## config.mk

```make
export PLATFORM = sky130hd
export DESIGN_NAME = ssi_ctl_flat
export DESIGN_NICKNAME = d
export VERILOG_FILES = /design/src/ssi_pkg.sv /design/src/ssi_if.sv /design/src/ssi_ctl.sv /design/src/flat_wrapper.sv
export VERILOG_INCLUDE_DIRS = /design/src /design/src/src
export SDC_FILE = /design/constraint.sdc
export NUM_CORES = 1
export LEC_CHECK = 0
export BUFFER_PORTS_ARGS = -buffer_cell sky130_fd_sc_hd__buf_2
export CORE_UTILIZATION = 30
export CTS_CLUSTER_DIAMETER = 30
export CTS_CLUSTER_SIZE = 16
export DETAILED_ROUTE_END_ITERATION = 10
export PLACE_DENSITY = 0.57
export SETUP_SLACK_MARGIN = 0.3
export SKIP_CTS_REPAIR_TIMING = 1
export SYNTH_ARGS = -nofsm -noshare
export SYNTH_HDL_FRONTEND = slang
export SYNTH_SLANG_ARGS = --single-unit
```

## constraint.sdc

```tcl
create_clock -name SYS_CLK -period 3.15 [get_ports SYS_CLK]
set_input_delay 0.4725 -clock SYS_CLK [delete_from_list [all_inputs] [get_ports SYS_CLK]]
set_output_delay 0.4725 -clock SYS_CLK [all_outputs]
set_load 0.02 [all_outputs]
```

## src/ssi_consts.svh

```systemverilog
/*
 * Shared constants of the serial position readout link: word size, timing figures and buffer depth.
 * Assumes a 100 MHz system clock on both ends; all counts derive from the figures here.
 */
`ifndef SSI_CONSTS_SVH
`define SSI_CONSTS_SVH

// system clock rate in MHz
`define SSI_CLK_MHZ 100
// position resolution in bits
`define SSI_RES_BITS 13
// monoflop timeout, longest time, ns
`define SSI_MONO_NS 40000
// monoflop timeout in cycles, rounded down
`define SSI_MONO_CYC ((`SSI_MONO_NS * `SSI_CLK_MHZ) / 1000)
// half clock period made by the controller, ns
`define SSI_HALF_NS 1000
`define SSI_HALF_CYC ((`SSI_HALF_NS * `SSI_CLK_MHZ + 999) / 1000)
// idle gap between bursts, longer than the monoflop timeout, ns
`define SSI_GAP_NS 50000
`define SSI_GAP_CYC ((`SSI_GAP_NS * `SSI_CLK_MHZ + 999) / 1000)
// idle gap for a repeat read, well inside the monoflop timeout, ns
`define SSI_REPEAT_NS 10000
`define SSI_REPEAT_CYC ((`SSI_REPEAT_NS * `SSI_CLK_MHZ + 999) / 1000)
// receive buffer depth in words
`define SSI_FIFO_DEPTH 32

`endif

```

## src/ssi_pkg.sv

```systemverilog
/*
 * Types shared by both ends of the serial position readout link.
 * Assumes ssi_consts.svh supplies all numeric constants.
 */
package ssi_pkg;

    typedef enum logic [1:0] {
        ENC_IDLE = 2'b00,
        ENC_SHIFT = 2'b01,
        ENC_HOLD = 2'b10
    } ssi_enc_state_t;

    typedef enum logic [1:0] {
        CTL_IDLE = 2'b00,
        CTL_LOW = 2'b01,
        CTL_HIGH = 2'b10,
        CTL_GAP = 2'b11
    } ssi_ctl_state_t;

endpackage

```

## src/ssi_if.sv

```systemverilog
/*
 * Two-wire serial readout link: clock from the controller, data from the encoder.
 * Assumes both ends run on their own system clocks; both wires are one-way, push-pull.
 */
`timescale 1ns/100ps
`default_nettype none

interface ssi_if;
    logic sclk;
    logic sdata;

    modport enc (input sclk, output sdata);
    modport ctl (output sclk, input sdata);
endinterface

`default_nettype wire

```

## src/ssi_ctl.sv

```systemverilog
/*
 * Controller end of the serial position readout: makes the clock burst, samples the data bits
 * and queues each complete word in a receive buffer.
 * Assumes the encoder data arrives asynchronously; the user side drains the buffer on SYS_CLK.
 */
`timescale 1ns/100ps
`default_nettype none
`include "ssi_consts.svh"

module ssi_fifo #(
    parameter int WIDTH = `SSI_RES_BITS,
    parameter int DEPTH = `SSI_FIFO_DEPTH
) (
    // system
    input wire logic SYS_CLK,
    input wire logic NRST,
    // fill side
    input wire logic IN_VALID,
    output logic IN_READY,
    input wire logic [WIDTH-1:0] IN_DATA,
    // drain side
    output logic OUT_VALID,
    input wire logic OUT_READY,
    output logic [WIDTH-1:0] OUT_DATA
);
    localparam int AW = $clog2(DEPTH);

    logic [WIDTH-1:0] mem [DEPTH];
    logic [AW:0] wr_ptr;
    logic [AW:0] rd_ptr;
    logic do_wr;
    logic do_rd;

    assign IN_READY = (wr_ptr - rd_ptr) != (AW+1)'(DEPTH);
    assign OUT_VALID = wr_ptr != rd_ptr;
    assign OUT_DATA = mem[rd_ptr[AW-1:0]];
    assign do_wr = IN_VALID && IN_READY;
    assign do_rd = OUT_VALID && OUT_READY;

    always_ff @(posedge SYS_CLK)
    begin
        if (do_wr)
        begin
            mem[wr_ptr[AW-1:0]] <= IN_DATA;
        end
    end

    always_ff @(posedge SYS_CLK)
    begin
        if (!NRST)
        begin
            wr_ptr <= '0;
            rd_ptr <= '0;
        end
        else
        begin
            if (do_wr)
            begin
                wr_ptr <= wr_ptr + (AW+1)'(1);
            end
            if (do_rd)
            begin
                rd_ptr <= rd_ptr + (AW+1)'(1);
            end
        end
    end

endmodule // ssi_fifo

module ssi_ctl #(
    parameter int RES_BITS = `SSI_RES_BITS,
    parameter int HALF_CYC = `SSI_HALF_CYC,
    parameter int GAP_CYC = `SSI_GAP_CYC,
    parameter int REPEAT_CYC = `SSI_REPEAT_CYC,
    parameter int FIFO_DEPTH = `SSI_FIFO_DEPTH
) (
    // system
    input wire logic SYS_CLK,
    input wire logic NRST,
    // request
    input wire logic START,
    input wire logic REPEAT,
    input wire logic ABORT,
    output logic BUSY,
    // received words
    output logic OUT_VALID,
    input wire logic OUT_READY,
    output logic [RES_BITS-1:0] OUT_DATA,
    // link
    ssi_if.ctl LINK
);
    import ssi_pkg::*;

    localparam int TW = $clog2(GAP_CYC + HALF_CYC + REPEAT_CYC + 1);
    localparam int BW = $clog2(RES_BITS + 2);

    ssi_ctl_state_t state;
    logic [TW-1:0] timer;
    logic [BW-1:0] edge_cnt;
    logic [RES_BITS-1:0] rx_word;
    logic sdata_meta;
    logic sdata_sync;
    logic sclk;
    logic push;
    logic fifo_ready;

    always_ff @(posedge SYS_CLK)
    begin
        if (!NRST)
        begin
            sdata_meta <= 1'b1;
            sdata_sync <= 1'b1;
        end
        else
        begin
            sdata_meta <= LINK.sdata;
            sdata_sync <= sdata_meta;
        end
    end

    // burst generator: half periods of HALF_CYC cycles, n+1 falling and n+1 rising edges
    always_ff @(posedge SYS_CLK)
    begin
        if (!NRST)
        begin
            state <= CTL_IDLE;
            timer <= '0;
            edge_cnt <= '0;
            rx_word <= '0;
            sclk <= 1'b1;
            push <= 1'b0;
        end
        else
        begin
            push <= 1'b0;
            case (state)
                CTL_IDLE:
                begin
                    sclk <= 1'b1;
                    // no burst without room: a full buffer stalls the readout
                    if (START && fifo_ready)
                    begin
                        sclk <= 1'b0;
                        edge_cnt <= '0;
                        timer <= TW'(HALF_CYC - 1);
                        state <= CTL_LOW;
                    end
                end
                CTL_LOW:
                begin
                    if (timer != '0)
                    begin
                        timer <= timer - TW'(1);
                    end
                    else
                    begin
                        sclk <= 1'b1;
                        edge_cnt <= edge_cnt + BW'(1);
                        timer <= TW'(HALF_CYC - 1);
                        if (edge_cnt == BW'(RES_BITS))
                        begin
                            push <= 1'b1;
                            timer <= REPEAT ? TW'(REPEAT_CYC - 1) : TW'(GAP_CYC - 1);
                            state <= CTL_GAP;
                        end
                        else
                        begin
                            state <= CTL_HIGH;
                        end
                    end
                end
                CTL_HIGH:
                begin
                    if (ABORT)
                    begin
                        timer <= TW'(GAP_CYC - 1);
                        state <= CTL_GAP;
                    end
                    else if (timer != '0)
                    begin
                        timer <= timer - TW'(1);
                    end
                    else
                    begin
                        // sample late in the high half, after the encoder's sync delay
                        rx_word <= {rx_word[RES_BITS-2:0], sdata_sync};
                        sclk <= 1'b0;
                        timer <= TW'(HALF_CYC - 1);
                        state <= CTL_LOW;
                    end
                end
                CTL_GAP:
                begin
                    sclk <= 1'b1;
                    if (timer != '0)
                    begin
                        timer <= timer - TW'(1);
                    end
                    else
                    begin
                        state <= CTL_IDLE;
                    end
                end
                default:
                begin
                    sclk <= 1'b1;
                    state <= CTL_IDLE;
                end
            endcase
        end
    end

    assign LINK.sclk = sclk;
    assign BUSY = (state != CTL_IDLE);

    ssi_fifo #(
        .WIDTH(RES_BITS),
        .DEPTH(FIFO_DEPTH)
    ) u_fifo (
        .SYS_CLK(SYS_CLK),
        .NRST(NRST),
        .IN_VALID(push),
        .IN_READY(fifo_ready),
        .IN_DATA(rx_word),
        .OUT_VALID(OUT_VALID),
        .OUT_READY(OUT_READY),
        .OUT_DATA(OUT_DATA)
    );

endmodule // ssi_ctl

`default_nettype wire

```

## src/flat_wrapper.sv

```systemverilog
// flat-port wrapper written by rule: the top's interface ports become plain ports
module ssi_ctl_flat import ssi_pkg::*;
#(
    parameter int RES_BITS = `SSI_RES_BITS,
    parameter int HALF_CYC = `SSI_HALF_CYC,
    parameter int GAP_CYC = `SSI_GAP_CYC,
    parameter int REPEAT_CYC = `SSI_REPEAT_CYC,
    parameter int FIFO_DEPTH = `SSI_FIFO_DEPTH
)
  (SYS_CLK, NRST, START, REPEAT, ABORT, BUSY, OUT_VALID, OUT_READY, OUT_DATA, LINK_sclk, LINK_sdata);
  ssi_if LINK_i ();
  input wire logic SYS_CLK;
  input wire logic NRST;
  input wire logic START;
  input wire logic REPEAT;
  input wire logic ABORT;
  output logic BUSY;
  output logic OUT_VALID;
  input wire logic OUT_READY;
  output logic [RES_BITS-1:0] OUT_DATA;
  output wire logic [$bits(LINK_i.sclk)-1:0] LINK_sclk;
  input wire logic [$bits(LINK_i.sdata)-1:0] LINK_sdata;
  assign LINK_sclk = LINK_i.sclk;
  assign LINK_i.sdata = LINK_sdata;
  ssi_ctl #(.RES_BITS(RES_BITS), .HALF_CYC(HALF_CYC), .GAP_CYC(GAP_CYC), .REPEAT_CYC(REPEAT_CYC), .FIFO_DEPTH(FIFO_DEPTH)) u_core (.SYS_CLK(SYS_CLK), .NRST(NRST), .START(START), .REPEAT(REPEAT), .ABORT(ABORT), .BUSY(BUSY), .OUT_VALID(OUT_VALID), .OUT_READY(OUT_READY), .OUT_DATA(OUT_DATA), .LINK(LINK_i));
endmodule
```

# == Yosys cells after proc, flatten, opt, wreduce, memory -nomap -nowiden ==
# Memory sizes are Yosys's and may differ from the RTL's. A register that Yosys moved wholly into a read port is not among the register bits.
# Index checks and enable logic that the tools add are counted.
# word_totals
regBits,48
latch_bits,0
ramBits,416
romBits,0
inputBits,7
output_inout_bits,16
word_cells,74
mem_count,1
# op_classes
n_addsub,5
multipliers,0
div,0
magnitude_cmp,0
eq_ne,13
shift,0
mux,28
bitwise_logic,4
reduce_logical,13
# memory_table
memory,depth,word_bits,rd,rd_clocked_by_memory_dff,wr,line,text
u_core.u_fifo.mem,32,13,1,1,1,ssi_ctl.sv:28,logic [WIDTH-1:0] mem [DEPTH];
# op_table
op,n
2-to-1 mux 13 bit,7
one-hot mux 13 bit (4 select lines),1
nonzero test 13 bit,1
subtractor 13 x 1 -> 13 bit (second input constant),1
adder 6 x 1 -> 6 bit (second input constant),2
2-to-1 mux 2 bit,5
2-to-1 mux 5 bit,2
AND reduction 3 bit,3
2-to-1 mux 1 bit,8
2-to-1 mux 4 bit,2
inequality test 2 bit (second input constant),4
one-hot mux 2 bit (4 select lines),1
one-hot mux 4 bit (2 select lines),1
inequality test 6 bit,1
inequality test 6 bit (second input constant),1
subtractor 6 bit,1
adder 4 x 1 -> 4 bit (second input constant),1
equality test 2 bit (second input constant),2
equality test 4 bit (second input constant),1
inequality test 2 x 1 -> 1 bit (second input constant),2
NOT 1 bit,4
one-hot mux 1 bit (4 select lines),1
AND reduction 4 bit,1
nonzero test 2 bit,2
6 further kinds,8

# == Depth between registers and ports, before layout ==
# logic_depth
depth_word,5
ltp_mapped,10
depth_no_buf,8

# == By module ==
# Synthesis repeated with hierarchy kept, for this count alone.
# hier_totals
hier_cells,958
hier_area_um2,18739.2
# by_module_without_submodules
mod,instances,cells_each,area_each_um2
ssi_fifo,1,748,16888.7
ssi_ctl,1,210,1850.5

# == Worst setup path before layout ==
# No wires, ideal clock.
# synth_timing
path_kind,flip-flop to output port
start,reg with a tool-made name
end,out OUT_DATA[0]
t_arrival_ns,2.553
required_ns,2.677
slack_ns,0.125
stages_incl_launch_ff,7
path_buffers,3
path_cell_list,dfxtp_1 -> clkbuf_1 -> buf_2 -> buf_1 -> mux4_2 -> mux4_2 -> mux2_2
# synth_rtl
element,line,text
"end, declared",flat_wrapper.sv:20,output logic [RES_BITS-1:0] OUT_DATA;

==> flow_summary.yaml <==
timing:
  fmax_ghz: 0.303
  hold_ws_ps: 74.6
  totalNegativeSetupSlack_ps: -1470
  setup_slack_ps: -148
  drv_slew: 0
  maxSlewHeadroom: 0.192
  skew_ps: 35.8
  finalHoldViolCount: 0
  finalSetupViolCount: 13
  period_share: 1.05
  tightestPinTransition_ps: 1210
  fin_crit_ps: 3300
  rsz0062_at_grt: "yes"
cts:
  htreeDepth: 3
  cts.sinks: 469
  clock_path_buffers: 3
  tritoncts: "yes"
  cts_buffers: 79
  path_clk_slew_ps: 50
  cts_root_buffer: "clkbuf_16"
  clk_latency_ps: 590
logic_synthesis:
  ys_ff_latch: 469
  synth.avg_cell_area_um2: 19.0
  synth_nets: 1008
  seq_area_frac_synth: 0.722
  synthTopCellsByArea: "edfxtp_1, mux4_2, dfxtp_1"
  synth_top_area_frac: 0.666
  synth_common_cells: "edfxtp_1, mux4_2, nand2_1"
  synth_most_common_cell: "edfxtp_1"
  synthFlopType: "edfxtp_1"
  synth_cell_types: 61
  syn_area_um2: 18800
  syn_inst: 988
  async_flop_share: 0
  synth_warnings: 0
  synth-edff-count: 416
  yosysTopAreaCell: "edfxtp_1"
power:
  p_per_area_nw_per_um2: 676
  leakage_nw: 6.92
  vdd_ir_drop_max_v: 0.000487
floorplanning:
  dieHeight_um: 252
  dieWidth_um: 252
  core_um2: 61700
  rows: 91
  io_pins: 23
  initial_core_util: 0.304
  dieArea_um2: 63600
drt:
  ant_nets: 0
  wl_mm: 43.6
  wl_per_cell_um: 21.7
  drtIter0Drc: 875
  drc: 0
  vias: 9775
  firstDrtPassIters: 5
  vias_per_cell: 4.86
run_status:
  status: "finished with violations"
  violations: "setup timing"
placement:
  numPortBuffers: 22
  dpl.cell_count: 1849
  place_ws_ps: 385
  dp_hpwl_mm: 24.4
  gp_congestion: 0.790
global_routing:
  grt_pass1_wl_mm: 63.6
  antenna_found_initial: 0
  grt_max_degree: 53
  grtUsageTotal: 0.135
  grt_overflow_total: 0
  grt_pass1_vias: 9858
cells_and_area:
  fillCellCount: 5682
  final_nets: 1131
  area.growth.synth_to_final_pct: 25.3
  layout.cells.non_filler: 2011
  drive_above_1_share: 0.331
  diodes: 0
critical_path:
  arrival_ps: 2830
  crit_fanout: 6
  required_ps: 2680
  crit_path_end_kind: "output port"
  startpoint_type: "flop"
  crit_type: "flop to output port"
min_path:
  hold_path_class: "primary input to flop"
run:
  cap_violations: 0
-- worst paths after layout --
path,from,end,slack [ps],cells past startpoint
max reg2reg,u_core.timer[0],u_core.rx_word[4],430,8
min,LINK_sdata,u_core.sdata_meta,70,2
max,flop,OUT_DATA[9],-150,6
min reg2reg,u_core.sdata_sync,u_core.rx_word[0],450,2
-- flip-flops by register name (all words and copies together) (netlist names), named ones only --
name / count
u_core.sdata_sync: 1
u_core.u_fifo.wr_ptr: 6
u_core.state: 2
u_core.LINK.sclk: 1
u_core.u_fifo.mem: 416
u_core.edge_cnt: 4
u_core.push: 1
u_core.u_fifo.rd_ptr: 6
u_core.timer: 13
u_core.sdata_meta: 1
u_core.rx_word: 13
-- logic make-up (layout without fill, tap and decap cells) --
| group | Yosys count | after routing | share of synthesized area |
|---|---|---|---|
| flip-flops | 469 | 469 | 0.722 |
| AO/OA/AOI/OAI | 76 | 76 | 0.0285 |
| buffers and inverters | 68 | 254 | 0.0148 |
| AND/OR/NAND/NOR | 200 | 200 | 0.0526 |
| XOR/XNOR | 11 | 11 | 0.00513 |
| adder cells (fa/ha/maj) | 13 | 13 | 0.00867 |
| multiplexers | 151 | 151 | 0.168 |
-- through the flow --
| step | total power, mW | instance area [um^2] | utilization |
|---|---|---|---|
| 6_report | 15.9 | 23500 | 0.381 |
| 5_1_grt | 16.4 | 23500 | 0.381 |
| 2_1_floorplan | 7.41 | 18800 | - |
| 3_5_place_dp | 7.57 | 20300 | 0.329 |
| 4_1_cts | 16.0 | 23000 | 0.372 |
| 3_3_place_gp | 7.56 | 20300 | 0.329 |
-- layout by cell type (no fill, tap or decap), types with 6 or more instances in the layout --
| cell type | n |
|---|---|
| or3_1 | 7 |
| nand2_1 | 69 |
| nor2_2 | 6 |
| and2_1 | 9 |
| mux2_4 | 12 |
| nor2_1 | 49 |
| clkinvlp_4 | 6 |
| o21ai_0 | 14 |
| nand3b_1 | 7 |
| clkbuf_16 | 88 |
| a21boi_0 | 6 |
| clkinv_2 | 10 |
| bufinv_16 | 10 |
| mux2i_1 | 8 |
| buf_6 | 22 |
| inv_1 | 14 |
| a21boi_1 | 10 |
| nand3_1 | 10 |
| xnor2_1 | 7 |
| clkinv_1 | 6 |
| a21oi_1 | 15 |
| clkinv_4 | 7 |
| edfxtp_1 | 416 |
| clkbuf_1 | 10 |
| dfxtp_1 | 50 |
| ha_1 | 13 |
| buf_2 | 10 |
| nand2b_1 | 9 |
| buf_12 | 14 |
| buf_4 | 36 |
| inv_6 | 14 |
| mux4_2 | 130 |
-- per-layer routing --
layer,GRT usage,wire length [um],vias to the layer above
met1,0.195,19900,5144
li1,-,-,4285
met3,0.0297,2610,49
met5,0,0,-
met4,0.0331,643,0
met2,0.207,20400,297
-- where the power goes --
| part | total (mW) | switching [mW] | internal, mW |
|---|---|---|---|
| Combinational | 0.632 | 0.387 | 0.245 |
| Clock | 8.45 | 2.97 | 5.48 |
| Sequential | 6.82 | 0.0864 | 6.73 |
-- layout make-up --
class,instances,area [um^2],share of cell area
Multi-Input combinational cell,451,5020,0.213
Sequential cell,469,13600,0.577
Inverter,14,52.6,0.00223
Timing Repair Buffer,96,1190,0.0504
Clock buffer,89,2010,0.0857
Clock inverter,55,634,0.0270
Tap cell,837,1050,0.0445
-- worst max-delay path, cell delays in order, from the launching register on --
cell     delay (ps)
dfxtp_4         410
buf_12          160
buf_16          140
mux4_2          530
mux4_2          560
mux2_4          290
buf_6           130
Note: power is estimated with default switching activity, not from simulation.
